==> src/verilog/rsc_pkg.sv <==
`default_nettype none

package rsc_pkg;

   // ********************************************************************
   // Bus and register file geometry
   // ********************************************************************
   localparam int RSC_ADDR_W   = 12;
   localparam int RSC_DATA_W   = 32;
   localparam int RSC_REG_W    = 8;
   localparam int RSC_IDX_W    = 7;
   localparam int RSC_IDX_LSB  = 2;
   localparam int RSC_IDX_MSB  = 8;
   localparam int RSC_NUM_REGS = 79;
   localparam int RSC_CNT_W    = 24;

   // ********************************************************************
   // Register indices (byte address is four times the index)
   // ********************************************************************
   localparam int RSC_IDX_PSW        = 0;
   localparam int RSC_IDX_PORT_LATCH = 1;
   localparam int RSC_IDX_PORT_DIR   = 10;
   localparam int RSC_IDX_PULLUP     = 19;
   localparam int RSC_IDX_CPU_CLK    = 21;
   localparam int RSC_IDX_OSC_MODE   = 22;
   localparam int RSC_IDX_MEM_SIZE   = 23;
   localparam int RSC_IDX_STAB_TIME  = 24;
   localparam int RSC_IDX_T16_COUNT  = 25;
   localparam int RSC_IDX_T16_CAPCTL = 29;
   localparam int RSC_IDX_T8_COUNT   = 31;
   localparam int RSC_IDX_WDT_MODE   = 38;
   localparam int RSC_IDX_SER_CLK    = 39;
   localparam int RSC_IDX_SER_MODE   = 41;
   localparam int RSC_IDX_TX_SHIFT   = 49;
   localparam int RSC_IDX_ADC_MODE   = 51;
   localparam int RSC_IDX_LCD        = 53;
   localparam int RSC_IDX_IRQ_REQ    = 55;
   localparam int RSC_IDX_IRQ_MASK   = 58;
   localparam int RSC_IDX_EXT_IRQ    = 64;
   localparam int RSC_IDX_KEY_RET    = 66;
   localparam int RSC_IDX_KEEP_FIRST = 68;
   localparam int RSC_IDX_STATUS     = 78;

   // ********************************************************************
   // Reset values and field positions
   // ********************************************************************
   localparam logic [7:0] RSC_RV_ZERO      = 8'h00;
   localparam logic [7:0] RSC_RV_ONES      = 8'hff;
   localparam logic [7:0] RSC_RV_PSW       = 8'h02;
   localparam logic [7:0] RSC_RV_CLK_STAB  = 8'h04;
   localparam logic [7:0] RSC_RV_SER_CLK   = 8'h88;
   localparam logic [7:0] RSC_RV_ADC_MODE  = 8'h01;
   localparam logic [7:0] RSC_RV_KEY_RET   = 8'h02;
   localparam logic [7:0] RSC_RV_MEM_SMALL = 8'hcc;
   localparam logic [7:0] RSC_RV_MEM_LARGE = 8'hcf;

   localparam int RSC_WDT_LOOP_BIT = 4;
   localparam int RSC_STAT_EXT_BIT = 0;
   localparam int RSC_STAT_WDT_BIT = 1;
   localparam int RSC_STAT_STOP_BIT = 2;

   localparam logic [15:0] RSC_VEC_LO_ADDR = 16'h0000;
   localparam logic [15:0] RSC_VEC_HI_ADDR = 16'h0001;

   // ********************************************************************
   // Timing: stabilization wait in main clock periods
   // ********************************************************************
   localparam int RSC_STAB_EXP     = 17;
   localparam int RSC_STAB_PERIODS = 2 ** RSC_STAB_EXP;
   localparam int RSC_CLK_PER_MAIN = 1;
   localparam int RSC_STAB_CYCLES  = RSC_STAB_PERIODS * RSC_CLK_PER_MAIN;

   // ********************************************************************
   // Types
   // ********************************************************************
   typedef enum logic [2:0] {
      RSC_ST_HOLD     = 3'b000,
      RSC_ST_WAIT     = 3'b001,
      RSC_ST_FETCH_LO = 3'b011,
      RSC_ST_FETCH_HI = 3'b010,
      RSC_ST_LOAD     = 3'b110,
      RSC_ST_RUN      = 3'b111
   } rsc_state_e;

   typedef struct packed {
      logic [RSC_ADDR_W-1:0] paddr;
      logic                  psel;
      logic                  penable;
      logic                  pwrite;
      logic [RSC_DATA_W-1:0] pwdata;
      logic [3:0]            pstrb;
   } rsc_apb_req_s;

   typedef struct packed {
      logic [RSC_DATA_W-1:0] prdata;
      logic                  pready;
      logic                  pslverr;
   } rsc_apb_rsp_s;

   typedef struct packed {
      logic pins_hiz;
      logic main_osc_stop;
      logic sub_osc_run;
      logic periph_reset;
      logic ram_hold;
      logic stop_hold;
      logic cpu_run;
   } rsc_core_ctl_s;

   // Registers left undefined by reset, plus the status, are not reloaded
   function automatic logic rsc_keeps(input int idx);
      return idx >= RSC_IDX_KEEP_FIRST;
   endfunction

   function automatic logic [7:0] rsc_reset_value(input int   idx,
                                                  input logic big_rom);
      logic [7:0] v;
      v = RSC_RV_ZERO;
      if (idx == RSC_IDX_PSW) begin
         v = RSC_RV_PSW;
      end else if (idx >= RSC_IDX_PORT_DIR && idx < RSC_IDX_PULLUP) begin
         v = RSC_RV_ONES;
      end else if (idx == RSC_IDX_CPU_CLK || idx == RSC_IDX_STAB_TIME) begin
         v = RSC_RV_CLK_STAB;
      end else if (idx == RSC_IDX_MEM_SIZE) begin
         v = big_rom ? RSC_RV_MEM_LARGE : RSC_RV_MEM_SMALL;
      end else if (idx == RSC_IDX_T16_CAPCTL) begin
         v = RSC_RV_CLK_STAB;
      end else if (idx >= RSC_IDX_SER_CLK && idx < RSC_IDX_SER_MODE) begin
         v = RSC_RV_SER_CLK;
      end else if (idx == RSC_IDX_TX_SHIFT) begin
         v = RSC_RV_ONES;
      end else if (idx == RSC_IDX_ADC_MODE) begin
         v = RSC_RV_ADC_MODE;
      end else if (idx >= RSC_IDX_IRQ_MASK && idx < RSC_IDX_EXT_IRQ) begin
         v = RSC_RV_ONES;
      end else if (idx == RSC_IDX_KEY_RET) begin
         v = RSC_RV_KEY_RET;
      end
      return v;
   endfunction

endpackage

`default_nettype wire

==> src/verilog/rsc_reset_ctrl.sv <==
`default_nettype none

module rsc_reset_ctrl
   import rsc_pkg::*;
#(
   parameter int   STAB_CYCLES = RSC_STAB_CYCLES,
   parameter logic LARGE_ROM   = 1'b1
) (
   input  wire logic                            clk_sys_in,
   input  wire logic                            rst_in,
   input  wire logic                            ext_reset_n_in,
   input  wire logic                            watchdog_overflow_in,
   input  wire logic                            stop_mode_in,
   input  wire logic [7:0]                      vec_data_in,
   input  wire rsc_apb_req_s                    apb_req_in,
   output      rsc_apb_rsp_s                    apb_rsp_out,
   output      rsc_core_ctl_s                   core_ctl_out,
   output      logic [15:0]                     pc_out,
   output      logic                            pc_valid_out,
   output      logic [15:0]                     vec_addr_out,
   output      logic                            vec_rd_out,
   output      logic [RSC_NUM_REGS*RSC_REG_W-1:0] reg_image_out
);

   // ********************************************************************
   // State
   // ********************************************************************
   typedef struct packed {
      logic                                  pin_meta;
      logic                                  pin_sync;
      rsc_state_e                            state;
      logic [RSC_CNT_W-1:0]                  cnt;
      logic [15:0]                           pc;
      logic                                  pc_valid;
      logic [15:0]                           vec_addr;
      logic                                  vec_rd;
      logic [RSC_NUM_REGS-1:0][RSC_REG_W-1:0] regs;
      rsc_apb_rsp_s                          rsp;
      rsc_core_ctl_s                         ctl;
   } rsc_ctrl_s;

   localparam logic [RSC_CNT_W-1:0] STAB_LAST =
      RSC_CNT_W'(STAB_CYCLES - 1);
   localparam logic [RSC_IDX_W-1:0] REG_COUNT = RSC_IDX_W'(RSC_NUM_REGS);
   localparam logic [RSC_IDX_W-1:0] STAT_IDX  = RSC_IDX_W'(RSC_IDX_STATUS);

   function automatic rsc_ctrl_s reset_state();
      rsc_ctrl_s s;
      s = '0;
      // Synchroniser starts at the idle pin level: no false cause logged
      s.pin_meta          = 1'b1;
      s.pin_sync          = 1'b1;
      s.state             = RSC_ST_HOLD;
      s.ctl.pins_hiz      = 1'b1;
      s.ctl.main_osc_stop = 1'b1;
      s.ctl.sub_osc_run   = 1'b1;
      s.ctl.periph_reset  = 1'b1;
      s.ctl.ram_hold      = 1'b1;
      for (int i = 0; i < RSC_NUM_REGS; i++) begin
         s.regs[i] = rsc_reset_value(i, LARGE_ROM);
      end
      return s;
   endfunction

   localparam rsc_ctrl_s RESET_Q = reset_state();

   rsc_ctrl_s             q;
   rsc_ctrl_s             next_q;
   logic                  ext_req;
   logic                  wdt_req;
   logic                  rst_req;
   logic [RSC_IDX_W-1:0]  idx;
   logic                  mapped;
   logic                  setup;
   logic                  access;

   // ********************************************************************
   // Next state
   // ********************************************************************
   always_comb begin
      next_q = q;

      // Pin synchroniser
      next_q.pin_meta = ext_reset_n_in;
      next_q.pin_sync = q.pin_meta;

      ext_req = ~q.pin_sync;
      wdt_req = watchdog_overflow_in
                & q.regs[RSC_IDX_WDT_MODE][RSC_WDT_LOOP_BIT];
      rst_req = ext_req | wdt_req;

      idx    = apb_req_in.paddr[RSC_IDX_MSB:RSC_IDX_LSB];
      mapped = (apb_req_in.paddr[RSC_IDX_LSB-1:0] == '0)
               && (apb_req_in.paddr[RSC_ADDR_W-1:RSC_IDX_MSB+1] == '0)
               && (idx < REG_COUNT);
      setup  = apb_req_in.psel & ~apb_req_in.penable;
      access = apb_req_in.psel & apb_req_in.penable & q.rsp.pready;

      // Sequencer
      case (q.state)
         RSC_ST_HOLD: begin
            // Watchdog request is a pulse, so hold ends on its own
            if (!ext_req) begin
               next_q.state = RSC_ST_WAIT;
               next_q.cnt   = '0;
            end
         end
         RSC_ST_WAIT: begin
            if (q.cnt == STAB_LAST) begin
               next_q.state    = RSC_ST_FETCH_LO;
               next_q.vec_addr = RSC_VEC_LO_ADDR;
               next_q.vec_rd   = 1'b1;
            end else begin
               next_q.cnt = q.cnt + RSC_CNT_W'(1);
            end
         end
         RSC_ST_FETCH_LO: begin
            next_q.vec_addr = RSC_VEC_HI_ADDR;
            next_q.state    = RSC_ST_FETCH_HI;
         end
         RSC_ST_FETCH_HI: begin
            next_q.pc[7:0] = vec_data_in;
            next_q.vec_rd  = 1'b0;
            next_q.state   = RSC_ST_LOAD;
         end
         RSC_ST_LOAD: begin
            next_q.pc[15:8] = vec_data_in;
            next_q.pc_valid = 1'b1;
            next_q.state    = RSC_ST_RUN;
         end
         RSC_ST_RUN: begin
            next_q.state = RSC_ST_RUN;
         end
         default: begin
            next_q.state = RSC_ST_HOLD;
         end
      endcase

      // Bus slave: one wait-free access phase, read data sampled at setup, write data taken in the access phase
      next_q.rsp.pready  = setup;
      next_q.rsp.pslverr = 1'b0;
      next_q.rsp.prdata  = '0;
      if (setup) begin
         if (!mapped) begin
            next_q.rsp.pslverr = 1'b1;
         end else if (apb_req_in.pwrite
                      && (idx == STAT_IDX || q.state != RSC_ST_RUN)) begin
            // Status is read-only; no writes while reset values must stand
            next_q.rsp.pslverr = 1'b1;
         end else begin
            next_q.rsp.prdata = {{(RSC_DATA_W-RSC_REG_W){1'b0}},
                                 q.regs[idx]};
         end
      end
      if (access && apb_req_in.pwrite && mapped && idx != STAT_IDX
          && q.state == RSC_ST_RUN && !rst_req && apb_req_in.pstrb[0]) begin
         next_q.regs[idx] = apb_req_in.pwdata[RSC_REG_W-1:0];
      end

      // Any request restarts the whole sequence
      if (rst_req) begin
         next_q.state    = RSC_ST_HOLD;
         next_q.cnt      = '0;
         next_q.pc_valid = 1'b0;
         next_q.vec_rd   = 1'b0;
         if (q.state != RSC_ST_HOLD) begin
            next_q.regs[RSC_IDX_STATUS] = '0;
            next_q.ctl.stop_hold = stop_mode_in;
            next_q.regs[RSC_IDX_STATUS][RSC_STAT_STOP_BIT] = stop_mode_in;
         end
         if (ext_req) begin
            next_q.regs[RSC_IDX_STATUS][RSC_STAT_EXT_BIT] = 1'b1;
         end
         if (wdt_req) begin
            next_q.regs[RSC_IDX_STATUS][RSC_STAT_WDT_BIT] = 1'b1;
         end
      end

      // Reload of all defined reset values while reset is applied
      if (next_q.state == RSC_ST_HOLD) begin
         for (int i = 0; i < RSC_NUM_REGS; i++) begin
            if (!rsc_keeps(i)) begin
               next_q.regs[i] = rsc_reset_value(i, LARGE_ROM);
            end
         end
      end
      // Values above: ports clocks memory size
      // timers serial converter
      // display interrupts

      if (next_q.state != RSC_ST_HOLD) begin
         next_q.ctl.stop_hold = 1'b0;
      end

      // Core controls follow the next state so they line up with it
      next_q.ctl.pins_hiz      = (next_q.state != RSC_ST_RUN);
      next_q.ctl.main_osc_stop = (next_q.state == RSC_ST_HOLD);
      next_q.ctl.sub_osc_run   = 1'b1;
      next_q.ctl.periph_reset  = (next_q.state != RSC_ST_RUN);
      next_q.ctl.ram_hold      = (next_q.state != RSC_ST_RUN);
      next_q.ctl.cpu_run       = (next_q.state == RSC_ST_RUN);
   end

   // ********************************************************************
   // Registers
   // ********************************************************************
   always_ff @(posedge clk_sys_in or posedge rst_in) begin
      if (rst_in) begin
         q <= RESET_Q;
      end else begin
         q <= next_q;
      end
   end

   // ********************************************************************
   // Outputs
   // ********************************************************************
   assign apb_rsp_out   = q.rsp;
   assign core_ctl_out  = q.ctl;
   assign pc_out        = q.pc;
   assign pc_valid_out  = q.pc_valid;
   assign vec_addr_out  = q.vec_addr;
   assign vec_rd_out    = q.vec_rd;
   assign reg_image_out = q.regs;

endmodule

`default_nettype wire

==> config.mk <==
export PLATFORM = sky130hd
export DESIGN_NAME = rsc_reset_ctrl
export DESIGN_NICKNAME = d
export VERILOG_FILES = /design/src/verilog/rsc_pkg.sv /design/src/verilog/rsc_reset_ctrl.sv
export SDC_FILE = /design/constraint.sdc
export NUM_CORES = 2
export LEC_CHECK = 0
export BUFFER_PORTS_ARGS = -buffer_cell sky130_fd_sc_hd__buf_2
export CORE_AREA = 2 2 300 302
export CTS_CLUSTER_SIZE = 24
export DETAILED_ROUTE_END_ITERATION = 7
export DIE_AREA = 0 0 302 304
export GPL_TIMING_DRIVEN = 0
export PLACE_DENSITY_LB_ADDON = 0.3
export SYNTH_ARGS = -nofsm -noshare
export SYNTH_HDL_FRONTEND = slang
export SYNTH_SLANG_ARGS = --single-unit
==> constraint.sdc <==
create_clock -name clk_sys_in -period 26.4 [get_ports clk_sys_in]
set_clock_uncertainty 0.05 [all_clocks]
set_input_delay 3.96 -clock clk_sys_in [delete_from_list [all_inputs] [get_ports clk_sys_in]]
set_output_delay 3.96 -clock clk_sys_in [all_outputs]
set_load 0.1 [all_outputs]
# Word level (Yosys, flattened, before mapping)
# Index checks and enable logic that the tools add are counted.
# Widths: inputs -> output; s select.
[totals]
ff_bits = 733
latchBits = 0
ramBits = 0
rom_bits = 0
in_bits = 64
output_inout_bits = 707
word_cells = 182
mem_count = 0
[classes]
n_addsub = 1
n_mul = 0
div = 0
order_cmp = 3
n_eq_ne = 15
n_shift = 0
mux = 31
n_bitwise = 7
n_reduce_logical = 30
[ops]
columns = ["op", "n"]
rows = [
  ["$bwmux 632", 1],
  ["$mux 632", 1],
  ["$mux 544", 1],
  ["$bmux 8 s7", 1],
  ["$demux 8 s7", 1],
  ["$mux 27", 2],
  ["$mux 8", 6],
  ["$pmux 24 s2", 1],
  ["$pmux 16 s2", 1],
  ["$add 24x1->24 const B", 1],
  ["$eq 24x17->1 const B", 1],
  ["$mux 24", 1],
  ["$mux 17", 1],
  ["$ne 3x3->1 const B", 5],
  ["$pmux 3 s5", 1],
  ["$reduce_bool 3->1", 4],
  ["$logic_and 1x1->1", 10],
  ["$mux 1", 10],
  ["$reduce_bool 2->1", 5],
  ["$eq 3x3->1 const B", 3],
  ["$logic_not 3->1", 3],
  ["$mux 9", 1],
  ["$lt 7x8->1 const B", 1],
  ["$eq 7x7->1 const B", 1],
  ["other kinds (17)", 24],
]

# Depth between registers and ports, before layout
[logic_depth]
depth_word = 12
ltp_mapped = 11
depth_no_buf = 7

# Worst setup path after synthesis
# OpenSTA, ideal clock, no wires.
[synth_path]
path_kind = "input to register"
startpoint = "input port apb_req_in[45] (netlist name)"
endpoint = "register q (netlist bit reg_image_out[552])"
setup_ns = 0.125
arrival_time_ns = 6.003
setup_slack_ns = 20.222
cell_stages = 9
cell_sequence = "buf_4 nand4bb_1 buf_6 o2111ai_4 or4_4 buf_6 buf_8 nor3_4 mux2_2"
[synth_between]
elab_chain_len = 7
[synth_rtl]
columns = ["item", "line", "text"]
rows = [
  ["start, declared", "rsc_reset_ctrl.sv:15", "input wire rsc_apb_req_s apb_req_in,"],
  ["parallel branches: the longest is 7 deep, another holds $lt 7x8->1", "--", ""],
  ["end signal, assigned", "rsc_reset_ctrl.sv:211", "q <= next_q;"],
  ["end, declared", "rsc_reset_ctrl.sv:67", "rsc_ctrl_s q;"],
]
# Several ways; the timed one is not identified.
# A chain may end at the register's enable or synchronous reset.

==> reports/summary.txt <==
nets@finish -> 4,671
Worst Setup Path Type -> primary input to flip-flop
FMAX -> 107 MHz
number of port buffers -> 694
vias in the first global route -> 34.3k
setup TNS -> 0 ns
top cell type by total area after synthesis -> dfrtp_1
largest net degree at the start of global routing -> 118
clk sink count -> 694
most frequent cell after synthesis -> buf_4
Cell Rows -> 110
CTS tree -> done
layout cells sized above 1 -> 0.421
Pre-antenna DRT Iters -> 6
Tcrit/Tclk final -> 0.354
# DRC -> 0
vias per inst -> 6.19
async set-reset flop share out of synthesis -> 1.00
# Post-CTS Setup Buffers -> 0
Max Cap Viol -> 20
busiest grt layer -> met2
PwrDens -> 53.4 mW/mm2
Gates resized, CTS repair -> 0
overflow left after global routing -> 0
die area -> 0.0918 mm2
drt wl/cell -> 36.1 um
P_leak -> 24.6 nW
DIE WIDTH -> 302 um
CP required -> 26.77 ns
largest family of logic cells by synthesized area -> multiplexers
I/O pin total -> 771
CP Max Fanout -> 10
power share of the clock group -> 0.469
minimum clock period -> 9.33 ns
Worst-path clk slew -> 0.06 ns
worst hold path class -> flip-flop to flip-flop
Seq cells post-synth -> 694
Comb power frac -> 0.107
hold buffer count at cts -> 0
violated checks -> capacitance limit, slew limit
Gate Count Post-Synth -> 3,781
Core ar. -> 0.0890 mm2
startpoint type of the worst setup path -> primary input
Syn. warnings -> 0
relative slew slack -> -0.118
total track usage -> 0.452
met1 usage -> 0.552
fin worst setup slack -> 17.07 ns
switching power -> 0.713 mW
final hold slack -> 0.308 ns
global-route wire length before repair -> 284 mm
synthesized area per cell -> 10.3 um2
Netlist Area Pre-Place -> 0.0390 mm2
Reg power frac -> 0.424
Synth top cells by count -> 708 x buf_4, 546 x dfrtp_1, 427 x mux2i_1, 386 x nor2_1, 321 x nand2_1
dpl ws -> 17.11 ns
Die Ht -> 304 um
largest cells by area after synthesis -> dfrtp_1 35%, buf_4 14%, mux2i_1 11%
initial drt markers -> 5,116
Synth top area share -> 0.351
Synth Flop Type -> dfrtp_1
initial antenna violation count -> 23
Initial Utilization -> 0.438
post-synthesis simple-gate area fraction -> 0.110
mux share of post-synthesis cell area -> 0.175
RSZ-0062 raised after global routing -> false
cts bufs inserted -> 79
critical path capture point type -> flip-flop
Seq/Total Area, Yosys -> 0.450
routing usage on met3 -> 0.191
DR vias -> 36.3k
total power -> 2.52 mW
# setup viols final -> 0
H-tree levels -> 3
Routed WL -> 212 mm
Distinct cells, synth -> 70
clk_lat worst skew -> 0.65 ns
Synth Area in Compound Gates -> 0.0944
measured slew at the worst slew-check pin -> 1.68 ns
sw frac -> 0.283
grt met2 use -> 0.644
peak supply drop -> 50.0 uV
antenna viol nets, final -> 0
status -> complete, but fails checks
final design utilization -> 0.529
Post-synth EDFFs -> 0
Area growth, synth to finish -> 20.9%
Placer Congestion -> 1.05
clk buf depth -> 3
Final Slew Violations -> 188
DPL Wire Length -> 155 mm
Arrival @ worst endpoint -> 9.71 ns
endpoints failing hold -> 0
Synth Area in XOR/XNOR -> 0.00180
Post-Synth Adder-Cell Area -> 0.000321
Power Internal -> 1.80 mW
Clock Tree Root -> clkbuf_16
[layout make-up]
type,count,area (um2)
Multi-Input combinational cell,2124,15000
Timing Repair Buffer,706,3730
Inverter,22,90.1
Clock inverter,32,390
Buffer,979,6470
Clock buffer,113,2330
Antenna cell,16,40.0
Tap cell,1176,1470
Sequential cell,694,17600
Fill cell,8205,41900
[cells in the final DEF (no fill, tap or decap), drive strengths merged, types with 10 or more instances in the layout]
cell type     n
nor2        386
and3         10
a221oi       69
a21oi        47
a221o        17
nand4        10
diode        16
mux4         51
mux2        124
mux2i       427
inv          21
nand2       321
a22o         10
o211ai       90
conb         40
o22ai        18
clkbuf      321
and2         15
nor3         47
nand3        93
clkinv       24
nor2b        19
buf        1477
dfrtp       546
or3          10
o21ai       168
dfstp       148
a22oi        42
[flip-flops by register name, summed over array words and instances, names as in the netlist]
signal         flops
vec_addr_out       1
vec_rd_out         1
next_q             1
q                 28
apb_rsp_out       10
core_ctl_out       4
pc_valid_out       1
pc_out            16
reg_image_out    632
[logic make-up (layout without fill, tap and decap cells)]
family          Yosys count  after routing
compound gates          536            536
fa+ha+maj                 1              1
mux                     602            602
simple gates            937            937
xor+xnor                  8              8
flops                   694            694
buf+inv                1001           1852
other cells               2             56
[through the flow]
step	cells	cell area, um2
2_1_floorplan	3819	39100
3_3_place_gp	5689	44000
3_5_place_dp	5701	44300
4_1_cts	5846	47100
5_1_grt	5847	47100
6_report	5862	47100
[per-layer routing]
metal  share of wire  up-vias  wire length (um)
li1                -    14125                 -
met3            0.14      902             30500
met5         0.00070        -               149
met1            0.35    17917             74900
met2            0.42     3314             88100
met4           0.086       12             18300
[power groups by stage]
stage	Combinational, mW	Sequential [mW]	Clock [mW]
after floorplan	0.131	1.09	0
after global placement	0.244	1.09	0
after detailed placement	0.249	1.09	0
after CTS	0.250	1.07	1.17
after global routing	0.262	1.07	1.21
final	0.269	1.07	1.18
[path summary, 6_finish.rpt]
| check | start | end | slack [ns] | depth (start not counted) |
|---|---|---|---|---|
| worst max register to register | reg_image_out[308] | reg_image_out[35] | 22.08 | 8 |
| worst min-delay path | next_q[734] | q[734] | 0.31 | 0 |
| worst min register to register | next_q[734] | q[734] | 0.31 | 0 |
| worst max-delay path | apb_req_in[41] | apb_rsp_out[4] | 17.07 | 10 |
| max in group asynchronous | rst_in | reg_image_out[421] | 20.81 | 6 |
| min in group asynchronous | rst_in | reg_image_out[206] | 3.30 | 2 |
[critical path: stages]
cell	delay, ns
buf_2	0.18
buf_2	0.37
buf_2	0.48
buf_2	0.56
buf_1	1.12
clkbuf_1	1.06
a21oi_1	0.12
o21ai_0	1.08
o311a_1	0.42
a31oi_1	0.29
Power figures use the tool's default switching activity.
